## src/hw/lcb_gap.sv

```systemverilog
// package of the line clock and bus mastership block, plus the mastership-gap counter
`timescale 1ns/1ps
package lcb_pkg;
  // ==========================================================
  // timing
  localparam int unsigned LCB_CLK_NS = 8;
  localparam int unsigned LCB_CLK_HZ = 125_000_000;
  localparam int unsigned LCB_GAP_UNIT_NS = 400;
  localparam int unsigned LCB_GAP_UNIT_CYC = LCB_GAP_UNIT_NS / LCB_CLK_NS;
  localparam int unsigned LCB_HZ_50 = 50;
  localparam int unsigned LCB_HZ_60 = 60;
  localparam int unsigned LCB_HZ_800 = 800;
  localparam int unsigned LCB_DIV_50 = LCB_CLK_HZ / LCB_HZ_50;
  localparam int unsigned LCB_DIV_60 = LCB_CLK_HZ / LCB_HZ_60;
  localparam int unsigned LCB_DIV_800 = LCB_CLK_HZ / LCB_HZ_800;
  // ==========================================================
  // apb register offsets
  localparam logic [7:0] LCB_OFF_BCR = 8'h00;
  localparam logic [7:0] LCB_OFF_CLK = 8'h04;
  localparam logic [7:0] LCB_OFF_IST = 8'h08;
  localparam logic [7:0] LCB_OFF_IMSK = 8'h0C;
  // ==========================================================
  // board_control_register and clock register fields
  localparam int LCB_BCR_GAP_LSB = 0;
  localparam int LCB_BCR_ROM_LSB = 4;
  localparam int LCB_BCR_HALT = 8;
  localparam int LCB_BCR_SEL_LSB = 10;
  localparam int LCB_BCR_CSR_DIS = 12;
  localparam int LCB_BCR_FORCE = 13;
  localparam int LCB_BCR_RESTART = 15;
  localparam int LCB_CLK_IE = 6;
  localparam int LCB_CLK_FLAG = 7;
  // ==========================================================
  // io page decode (22-bit byte addresses)
  localparam logic [21:0] LCB_IO_CLK_CSR = 22'h3FFF66;
  localparam logic [12:0] LCB_PAGE_173 = 13'h1FFB;
  localparam logic [12:0] LCB_PAGE_165 = 13'h1FF5;
  localparam logic [2:0] LCB_PRIO_MAX = 3'h5;
  // ==========================================================
  // interrupt status bits and clock sources
  localparam int LCB_EV_TICK = 0;
  localparam int LCB_EV_GAP = 1;
  localparam int LCB_EV_HALT = 2;
  localparam logic [1:0] LCB_SEL_EXT = 2'h0;
  localparam logic [1:0] LCB_SEL_50 = 2'h1;
  localparam logic [1:0] LCB_SEL_60 = 2'h2;
  localparam logic [1:0] LCB_SEL_800 = 2'h3;
endpackage

module lcb_gap_counter import lcb_pkg::*; #(
  parameter int unsigned GAP_UNIT_CYC = LCB_GAP_UNIT_CYC
) (
  input wire logic pclk,
  input wire logic presetn,
  input wire logic [2:0] mastership_gap_count,
  input wire logic dma_arb,
  output logic dma_suppress,
  output logic gap_overflow
);
  typedef enum logic [2:0] {
    LCB_G_OFF = 3'h1,
    LCB_G_RUN = 3'h2,
    LCB_G_HOLD = 3'h4
  } lcb_gap_e;

  typedef struct packed {
    lcb_gap_e st;
    logic [12:0] cnt;
    logic ov;
  } lcb_gap_s;

  lcb_gap_s q;
  lcb_gap_s next_q;

  // limit is zero at setting 0 and doubles with each step from setting 1 upward
  function automatic logic [12:0] gap_limit(input logic [2:0] s);
    logic [12:0] u;
    u = 13'(GAP_UNIT_CYC);
    gap_limit = (s == 3'h0) ? 13'h0 : 13'(u << (s - 3'h1));
  endfunction

  // ==========================================================
  // next state
  always_comb begin
    next_q = q;
    next_q.ov = 1'b0;
    case (q.st)
      LCB_G_OFF: begin
        next_q.cnt = 13'h0;
        if (mastership_gap_count != 3'h0) begin
          next_q.st = LCB_G_RUN;
        end
      end
      LCB_G_RUN: begin
        if (mastership_gap_count == 3'h0) begin
          next_q.st = LCB_G_OFF;
          next_q.cnt = 13'h0;
        end else if (q.cnt + 13'h1 >= gap_limit(mastership_gap_count)) begin
          next_q.st = LCB_G_HOLD;
          next_q.cnt = 13'h0;
          next_q.ov = 1'b1;
        end else begin
          next_q.cnt = q.cnt + 13'h1;
        end
      end
      LCB_G_HOLD: begin
        if (dma_arb || mastership_gap_count == 3'h0) begin
          next_q.st = LCB_G_OFF;
        end
      end
      default: begin
        next_q.st = LCB_G_OFF;
      end
    endcase
  end

  always_ff @(posedge pclk or negedge presetn) begin
    if (!presetn) begin
      q <= '{st: LCB_G_OFF, cnt: 13'h0, ov: 1'b0};
    end else begin
      q <= next_q;
    end
  end

  assign dma_suppress = (q.st == LCB_G_HOLD);
  assign gap_overflow = q.ov;
endmodule // lcb_gap_counter

```

## src/hw/lcb_ctrl.sv

```systemverilog
// line clock, boot page decode, halt-on-break and mastership gap control
// Functional notes
// - three-bit gap setting 0..7; zero turns the gap counter off
// - on overflow dma requests are suppressed so the processor wins next arbitration
// - overflow time 0.4 us at setting 1, doubling each step to 25.6 us
// - control bit 12 disables clock status register, else it answers at 17777546
// - control bit 13 forces clock interrupts when processor priority is 5 or less
// - without force, clock needs status enabled, its bit 6 set, priority 5 or less
// - control bits 11:10 pick clock: external event, 50, 60 or 800 Hz
// - two 256-word boot pages decoded at 17773000 and 17765000
// - both boot pages re-enabled at every power-up and restart
// - page disable code: 0 none, 1 page 17765, 2 page 17773, 3 both
// - halt-on-break halts on console break when enabled, else breaks are ignored
// - halt-on-break armed only after first break or valid character
// - a status bit tells power-up from restart
//
// Implementation choices: the placing of the registers and register access over APB.
`timescale 1ns/1ps
module lcb_ctrl import lcb_pkg::*; #(
  parameter int unsigned GAP_UNIT_CYC = LCB_GAP_UNIT_CYC,
  parameter int unsigned DIV_50 = LCB_DIV_50,
  parameter int unsigned DIV_60 = LCB_DIV_60,
  parameter int unsigned DIV_800 = LCB_DIV_800
) (
  input wire logic pclk,
  input wire logic presetn,
  input wire logic psel,
  input wire logic penable,
  input wire logic pwrite,
  input wire logic [7:0] paddr,
  input wire logic [31:0] pwdata,
  output logic [31:0] prdata,
  output logic pready,
  output logic pslverr,
  output logic irq,
  input wire logic sys_restart,
  input wire logic [21:0] io_addr,
  output logic clk_csr_sel,
  output logic rom_page_173_sel,
  output logic rom_page_165_sel,
  input wire logic dma_arb,
  output logic dma_suppress,
  input wire logic external_event_input,
  input wire logic [2:0] cpu_priority,
  input wire logic clk_irq_ack,
  output logic clk_irq_req,
  input wire logic break_detect,
  input wire logic rx_char_valid,
  output logic halt_req
);
  typedef struct packed {
    logic [2:0] gap;
    logic [1:0] rom_dis;
    logic halt_en;
    logic [1:0] clksel;
    logic csr_dis;
    logic force_irq;
    logic restarted;
    logic clk_ie;
    logic clk_flag;
    logic [2:0] ist;
    logic [2:0] imask;
    logic armed;
    logic halt;
    logic ext_q;
    logic [21:0] div;
    logic tick;
    logic [31:0] rdata;
  } lcb_state_s;

  lcb_state_s q;
  lcb_state_s next_q;
  logic gap_ov;

  // 512-byte page match on the io address
  function automatic logic page_hit(input logic [21:0] a, input logic [12:0] pg);
    page_hit = (a[21:9] == pg);
  endfunction

  function automatic logic [21:0] div_limit(input logic [1:0] sel);
    case (sel)
      LCB_SEL_50: div_limit = 22'(DIV_50 - 1);
      LCB_SEL_60: div_limit = 22'(DIV_60 - 1);
      default: div_limit = 22'(DIV_800 - 1);
    endcase
  endfunction

  // ==========================================================
  // apb decode
  logic setup_ph;
  logic wr_acc;
  logic bad_addr;
  assign setup_ph = psel && !penable;
  // disabled clock register answers as unmapped
  assign bad_addr = !(paddr == LCB_OFF_BCR || paddr == LCB_OFF_IST || paddr == LCB_OFF_IMSK
                     || (paddr == LCB_OFF_CLK && !q.csr_dis));
  assign wr_acc = psel && penable && pwrite && !bad_addr;
  assign pready = 1'b1;
  assign pslverr = psel && penable && bad_addr;

  logic [31:0] bcr_rd;
  logic [31:0] clk_rd;
  always_comb begin
    bcr_rd = 32'h0;
    bcr_rd[LCB_BCR_GAP_LSB +: 3] = q.gap;
    bcr_rd[LCB_BCR_ROM_LSB +: 2] = q.rom_dis;
    bcr_rd[LCB_BCR_HALT] = q.halt_en;
    bcr_rd[LCB_BCR_SEL_LSB +: 2] = q.clksel;
    bcr_rd[LCB_BCR_CSR_DIS] = q.csr_dis;
    bcr_rd[LCB_BCR_FORCE] = q.force_irq;
    bcr_rd[LCB_BCR_RESTART] = q.restarted;
    clk_rd = 32'h0;
    clk_rd[LCB_CLK_IE] = q.clk_ie;
    clk_rd[LCB_CLK_FLAG] = q.clk_flag;
  end

  // ==========================================================
  // next state
  logic src_tick;
  logic [2:0] ev;
  logic prio_ok;
  assign prio_ok = (cpu_priority <= LCB_PRIO_MAX);

  always_comb begin
    next_q = q;
    next_q.ext_q = external_event_input;
    next_q.halt = 1'b0;
    src_tick = (q.clksel == LCB_SEL_EXT) ? (external_event_input && !q.ext_q) : q.tick;
    next_q.tick = 1'b0;
    if (q.clksel == LCB_SEL_EXT || q.div >= div_limit(q.clksel)) begin
      next_q.div = 22'h0;
      next_q.tick = (q.clksel != LCB_SEL_EXT);
    end else begin
      next_q.div = q.div + 22'h1;
    end
    // register writes
    if (wr_acc && paddr == LCB_OFF_BCR) begin
      next_q.gap = pwdata[LCB_BCR_GAP_LSB +: 3];
      next_q.rom_dis = pwdata[LCB_BCR_ROM_LSB +: 2];
      next_q.halt_en = pwdata[LCB_BCR_HALT];
      next_q.clksel = pwdata[LCB_BCR_SEL_LSB +: 2];
      next_q.csr_dis = pwdata[LCB_BCR_CSR_DIS];
      next_q.force_irq = pwdata[LCB_BCR_FORCE];
    end
    if (wr_acc && paddr == LCB_OFF_CLK) begin
      next_q.clk_ie = pwdata[LCB_CLK_IE];
      next_q.clk_flag = pwdata[LCB_CLK_FLAG];
    end
    if (wr_acc && paddr == LCB_OFF_IMSK) begin
      next_q.imask = pwdata[2:0];
    end
    if (clk_irq_ack) begin
      next_q.clk_flag = 1'b0;
    end
    if (src_tick) begin
      next_q.clk_flag = 1'b1;
    end
    // halt on break only when enabled
    // first break or character only arms
    if (break_detect && q.armed && q.halt_en) begin
      next_q.halt = 1'b1;
    end
    if (break_detect || rx_char_valid) begin
      next_q.armed = 1'b1;
    end
    // sticky events, set wins over write-one clear
    ev = 3'h0;
    ev[LCB_EV_TICK] = src_tick;
    ev[LCB_EV_GAP] = gap_ov;
    ev[LCB_EV_HALT] = next_q.halt;
    if (wr_acc && paddr == LCB_OFF_IST) begin
      next_q.ist = q.ist & ~pwdata[2:0];
    end
    next_q.ist = next_q.ist | ev;
    if (sys_restart) begin
      next_q.rom_dis = 2'h0;
      next_q.armed = 1'b0;
      next_q.restarted = 1'b1;
    end
    if (setup_ph) begin
      case (paddr)
        LCB_OFF_BCR: next_q.rdata = bcr_rd;
        LCB_OFF_CLK: next_q.rdata = q.csr_dis ? 32'h0 : clk_rd;
        LCB_OFF_IST: next_q.rdata = {29'h0, q.ist};
        LCB_OFF_IMSK: next_q.rdata = {29'h0, q.imask};
        default: next_q.rdata = 32'h0;
      endcase
    end
  end

  always_ff @(posedge pclk or negedge presetn) begin
    if (!presetn) begin
      q <= '0;
    end else begin
      q <= next_q;
    end
  end

  // ==========================================================
  // outputs
  assign prdata = q.rdata;
  assign irq = |(q.ist & q.imask);
  assign halt_req = q.halt;
  assign clk_irq_req = q.clk_flag && prio_ok && (q.force_irq || (!q.csr_dis && q.clk_ie));
  assign clk_csr_sel = !q.csr_dis && io_addr == LCB_IO_CLK_CSR;
  assign rom_page_165_sel = page_hit(io_addr, LCB_PAGE_165) && !q.rom_dis[0];
  assign rom_page_173_sel = page_hit(io_addr, LCB_PAGE_173) && !q.rom_dis[1];

  lcb_gap_counter #(
    .GAP_UNIT_CYC(GAP_UNIT_CYC)
  ) u_gap (
    .pclk(pclk),
    .presetn(presetn),
    .mastership_gap_count(q.gap),
    .dma_arb(dma_arb),
    .dma_suppress(dma_suppress),
    .gap_overflow(gap_ov)
  );
endmodule // lcb_ctrl

```

## config.mk

```make
export PLATFORM = sky130hd
export DESIGN_NAME = lcb_ctrl
export DESIGN_NICKNAME = d
export VERILOG_FILES = /design/src/hw/lcb_gap.sv /design/src/hw/lcb_ctrl.sv
export SDC_FILE = /design/constraint.sdc
export NUM_CORES = 1
export LEC_CHECK = 0
export BUFFER_PORTS_ARGS = -buffer_cell sky130_fd_sc_hd__buf_2
export CORE_ASPECT_RATIO = 2
export CORE_MARGIN = 2
export CORE_UTILIZATION = 25
export DETAILED_ROUTE_END_ITERATION = 8
export PLACE_DENSITY = 0.48
export SYNTH_ARGS = -nofsm -noshare
export SYNTH_HDL_FRONTEND = slang
export SYNTH_SLANG_ARGS = --single-unit
export TNS_END_PERCENT = 1
```

## constraint.sdc

```tcl
create_clock -name pclk -period 3.76 [get_ports pclk]
set_clock_uncertainty 0.1 [all_clocks]
set_input_delay 0.752 -clock pclk [delete_from_list [all_inputs] [get_ports pclk]]
set_output_delay 0.752 -clock pclk [all_outputs]
set_load 0.01 [all_outputs]
```

# After elaboration in Yosys (flattened, before gate mapping)
# Cells that the tools add are included.
# W data, S select, Z words.
[totals] word_cells=114 in_bits=76 output_inout_bits=41 reg_bits=94
[classes] addsub=3 shifts=1 reduce_logical=43 order_cmp=3 n_mux=26 bitwise_logic=4 eq_ne=14
[op_table] op="$pmux W16 S4" n=1
[op_table] op="$pmux W22 S2" n=1
[op_table] op="$eq A13 B13 Y1 const B" n=2
[op_table] op="$mux W13" n=2
[op_table] op="$pmux W13 S2" n=1
[op_table] op="$add A22 B1 Y22 const B" n=1
[op_table] op="$eq A22 B22 Y1 const B" n=1
[op_table] op="$ge A22 B22 Y1" n=1
[op_table] op="$mux W22" n=1
[op_table] op="$logic_and A1 B1 Y1" n=19
[op_table] op="$eq A8 B4 Y1 const B" n=2
[op_table] op="$mux W16" n=1
[op_table] op="$add A13 B1 Y13 const B" n=1
[op_table] op="$ge A13 B13 Y1" n=1
[op_table] op="$shl A6 B3 Y13 const A" n=1
[op_table] op="$mux W3" n=4
[op_table] op="$mux W1" n=11
[op_table] op="$pmux W3 S3" n=1
[op_table] op="$eq A8 B3 Y1 const B" n=1
[op_table] op="$logic_not A8 Y1" n=1
[op_table] op="$mux W8" n=1
[op_table] op="$reduce_bool A2 Y1" n=4
[op_table] op="$logic_or A1 B1 Y1" n=7
[op_table] op="$mux W7" n=1
[op_table] op="19 further kinds" n=27

# Longest topological paths before layout
[depth] ltp_word=9 depth_mapped=13 ltp_nobuf=11

# Modules after synthesis
# Synthesis repeated with hierarchy kept, for this count alone.
[hier_totals] hier_cells=485 area_unflattened_um2=4753.3
[by_module_without_submodules] mod="lcb_ctrl" seq_area_each_um2=1451.4 instances=1 cells_per_inst=335 area_each_um2=3375.7
[by_module_without_submodules] mod="lcb_gap_counter" seq_area_each_um2=426.7 instances=1 cells_per_inst=150 area_each_um2=1377.6

# Worst setup path before layout
# No wires, ideal clock.
[synth_timing] kind="reg2reg" startpoint="register q, in the netlist bcr_rd[0]" endpoint="register u_gap.q[9] in the netlist's numbering" path_stages_with_launch=13 t_required_ns=3.594 synth_period_minus_slack_ns=2.803 t_arrival_ns=2.637 n_path_buf=1 setup_ns=0.066 setup_slack_ns=0.957 path_cell_list="dfrtp_1 -> inv_1 -> ha_1 -> nor2_1 -> mux2_2 -> a22oi_1 -> ha_1 -> nand4_1 -> nor4_1 -> nor3_1 -> and3_1 -> buf_2 -> a22o_1"
[synth_between] elab_chain_cells=7 word_cells_on_any_way=8 cone_classes="add/sub (1); order compare (1); shift (1); mux (4); reduce/logical (1)"
[synth_lines] element="start, declared" line_no="lcb_ctrl.sv:71" rtl="lcb_state_s q;"
[synth_lines] element="start signal, assigned" line_no="lcb_ctrl.sv:195" rtl="q <= next_q;"
[synth_lines] element="$sub A3 B1 Y3" line_no="lcb_gap.sv:79" rtl="gap_limit = (s == 3'h0) ? 13'h0 : 13'(u << (s - 3'h1));"
[synth_lines] element="$shl A6 B3 Y13" line_no="lcb_gap.sv:79"
[synth_lines] element="$mux W13" line_no="lcb_gap.sv:79"
[synth_lines] element="$ge A13 B13 Y1" line_no="lcb_gap.sv:98" rtl="end else if (q.cnt + 13'h1 >= gap_limit(mastership_gap_count)) begin"
[synth_lines] element="$mux W13" line_no="lcb_gap.sv:98"
[synth_lines] element="$mux W16 (*)" line_no="lcb_gap.sv:95" rtl="if (mastership_gap_count == 3'h0) begin"
[synth_lines] element="$pmux W13 S2 (*)" line_no="lcb_gap.sv:87" rtl="case (q.st)"
[synth_lines] element="end signal, assigned" line_no="lcb_gap.sv:119" rtl="q <= '{st: LCB_G_OFF, cnt: 13'h0, ov: 1'b0};"
[synth_lines] element="end signal, assigned" line_no="lcb_gap.sv:121" rtl="q <= next_q;"
[synth_lines] element="end, declared" line_no="lcb_gap.sv:72" rtl="lcb_gap_s q;"
# Mark *: on every way between the ends. The rest lies on a longest branch, timed or not.
# A chain may end at the register's enable or synchronous reset.

==> results.json <==
{
  "power.net_switching_mw": 0.459,
  "synth-async-reset-ratio_pct": 100,
  "dieArea_um2": 20300,
  "cpMaxStageDelayCell": "o21ai_1",
  "final_antenna_net_count": 0,
  "drtPass1Iterations": 4,
  "ys_types": 59,
  "p_sw_share_pct": 25.0,
  "vias": 3769,
  "fin_crit_ps": 3110,
  "synth_cells": 496,
  "cts_root_buf": "clkbuf_16",
  "htree_levels": 3,
  "drtIter0Drc": 112,
  "rsz0062_at_grt": "no",
  "critPathCaptureType": "flip-flop",
  "worstHoldPathCells": 1,
  "critPathLaunch": "bcr_rd[10]",
  "post_cts_buffers": 0,
  "start_util_pct": 25.4,
  "rows": 71,
  "cts-buffers-inserted": 9,
  "io-pin-count": 117,
  "grtUsageTotal_pct": 11.9,
  "power_density_nw_per_um2": 330,
  "drive_above_1_share_pct": 20.9,
  "viasPerCell": 4.62,
  "max_freq_ghz": 0.321,
  "die_width_um": 102,
  "yosysWarningCount": 0,
  "netlist_top_cells_count": "74 x dfrtp_1, 56 x nand2_1, 41 x ha_1",
  "synth_top_area_share_pct": 38.7,
  "n_antenna_cell": 0,
  "ys_seq_elements": 75,
  "finalInstanceArea_um2": 5580,
  "port_buffers": 75,
  "ys_seq_area_share_pct": 39.2,
  "synth-edff-count": 0,
  "yosysMostFrequentCell": "dfrtp_1",
  "crit_arrival_ps": 3210,
  "p_comb_share_pct": 6.1,
  "grt_overflow": 0,
  "path_clk_slew_ps": 70,
  "synth_area_leaders": "dfrtp_1 39%, ha_1 11%, buf_4 5.2%",
  "area_growth_pct": 16.5,
  "syn-cell-area_um2": 4790,
  "holdBufCountCts": 0,
  "slowest_delay_ps": 760,
  "crit_chain": "inv_1, ha_1, inv_1, ha_1, nand2_1, nor2_1, nand4_1, o21ai_1, buf_4, nor4_1",
  "hold_violations": 0,
  "period_share_pct": 82.7,
  "p_leak_nw": 2.57,
  "multiInputGateArea_um2": 2580,
  "clockBufferDepth": 2,
  "ff2ff_path_depth": 10,
  "crit_type": "reg -> reg",
  "slew_headroom_pct": 33.7,
  "post-place-ws_ps": 615,
  "internal-power_mw": 1.38,
  "die_h_um": 200,
  "r2r-end": "q[40]",
  "maxCapViolCount": 0,
  "grt_pass1_wl_um": 18700,
  "holdCritStartpoint": "u_gap.gap_overflow",
  "syn_area_per_cell_um2": 9.65,
  "hold_path_end": "q[62]",
  "hpwl_um": 9220,
  "ir_drop_v": 0.000195,
  "worst_hold_path_type": "reg -> reg",
  "grt_pass1_vias": 3895,
  "outcome": "finished clean",
  "wl_um": 11800,
  "drc": 0,
  "r2r_slack_ps": 650,
  "path_max_fanout": 12,
  "setup_viol": 0,
  "antenna_found_initial": 0,
  "finalMaxSlewViolations": 0,
  "worstMarginPinSlew_ps": 994,
  "clockPowerShare_pct": 49.4,
  "grt_max_degree": 76,
  "finalSetupTns_ps": 0,
  "final-seq-area_um2": 1880,
  "hold-worst-slack_ps": 325,
  "post_drt_wl_per_cell_um": 14.5,
  "cts_sinks": 75,
  "cts_resized": 0,
  "total_power_mw": 1.84,
  "worst_slack_ps": 649,
  "cp-start-kind": "flip-flop",
  "synth_flop_cell": "dfrtp_1",
  "cts_tree": "yes",
  "clock_latency_ps": 340,
  "required_ps": 3860,
  "place.gp.congestion": 0.791,
  "pwr-share-seq_pct": 44.5,
  "fillers": 1975,
  "yosys.area.top_type": "dfrtp_1",
  "r2r-start": "bcr_rd[10]",
  "nets": 672,
  "core_area_um2": 18800,
  "place_area_um2": 5270
}
[how the worst max path moves through the flow]
stage	to	slack [ps]	depth (start not counted)
6_report	q[40]	650	10
5_1_grt	q[39]	340	10
4_1_cts	q[40]	590	10
3_5_place_dp	q[40]	620	10
3_3_place_gp	q[52]	730	10
2_1_floorplan	u_gap.q[9]	960	12
[cell usage in the layout (no fill, tap or decap), types with 4 or more instances in the layout]
cell type / Yosys / final
o21ai_0: 11 / 11
conb_1: 2 / 20
xnor2_1: 23 / 23
dfrtp_1: 74 / 74
a21oi_1: 17 / 17
mux2_1: 12 / 12
inv_1: 22 / 22
a22oi_1: 4 / 4
buf_4: 33 / 5
nand3_1: 18 / 18
buf_2: 3 / 74
nand2b_1: 6 / 6
a21o_1: 5 / 5
nand2_1: 56 / 56
nor4_1: 20 / 20
nor2b_1: 5 / 5
a22o_1: 14 / 14
clkbuf_16: 0 / 9
mux2i_1: 4 / 4
and3_1: 7 / 7
o21ai_1: 4 / 4
nor2_1: 22 / 22
ha_1: 41 / 41
nor4_2: 4 / 4
xor2_1: 6 / 6
nand4_1: 13 / 13
nor3_1: 8 / 8
nor3_2: 6 / 6
[through the flow]
step,util [%],cells
after floorplan,-,514
after global placement,28.0,799
after detailed placement,28.0,799
after CTS,29.6,815
after global routing,29.6,815
final,29.6,815
[critical path: cells and delay by family, from the launching register on]
family | cells | cell delay [ps]
adder cells (fa/ha/maj) | 2 | 610
buffers and inverters | 3 | 620
flip-flops | 1 | 420
AO/OA/AOI/OAI | 1 | 760
AND/OR/NAND/NOR | 4 | 430
[power by group through the flow]
stage          Combinational (mW)  Sequential, mW  Clock [mW]
2_1_floorplan              0.0674           0.833           0
3_3_place_gp                0.111           0.835           0
3_5_place_dp                0.114           0.835           0
4_1_cts                     0.114           0.820       0.947
5_1_grt                     0.127           0.820       0.973
6_report                    0.112           0.820       0.909
[area by class of cell]
class	count	area share, %
Multi-Input combinational cell	368	46.3
Sequential cell	75	33.7
Timing Repair Buffer	79	7.31
Tap cell	255	5.72
Clock buffer	9	4.04
Clock inverter	7	1.50
Inverter	22	1.48
[metal layers]
metal  vias up  global-route usage, %  share of wire, %
li1       1850                      -                 -
met1      1798                   11.0                37
met5         -                      0                 0
met4         0                   5.53               2.6
met2       104                   24.1                56
met3        17                   2.10               4.1
[logic make-up (layout without fill, tap and decap cells)]
logic type | after synthesis | count (layout) | synth area share [%]
adder cells (fa/ha/maj) | 41 | 41 | 10.7
buffers and inverters | 71 | 117 | 8.24
XOR/XNOR | 29 | 29 | 5.31
AO/OA/AOI/OAI | 72 | 72 | 10.2
other | 2 | 20 | 0.157
multiplexers | 18 | 18 | 4.13
AND/OR/NAND/NOR | 188 | 188 | 22.0
flip-flops | 75 | 75 | 39.2
[sequential cells by signal, indices dropped and copies added, names as in the netlist]
| name | count |
|---|---|
| q | 31 |
| u_gap.q | 16 |
| prdata | 13 |
| bcr_rd | 11 |
| clk_rd | 2 |
| halt_req | 1 |
| u_gap.gap_overflow | 1 |
Power figures use the tool's default switching activity.
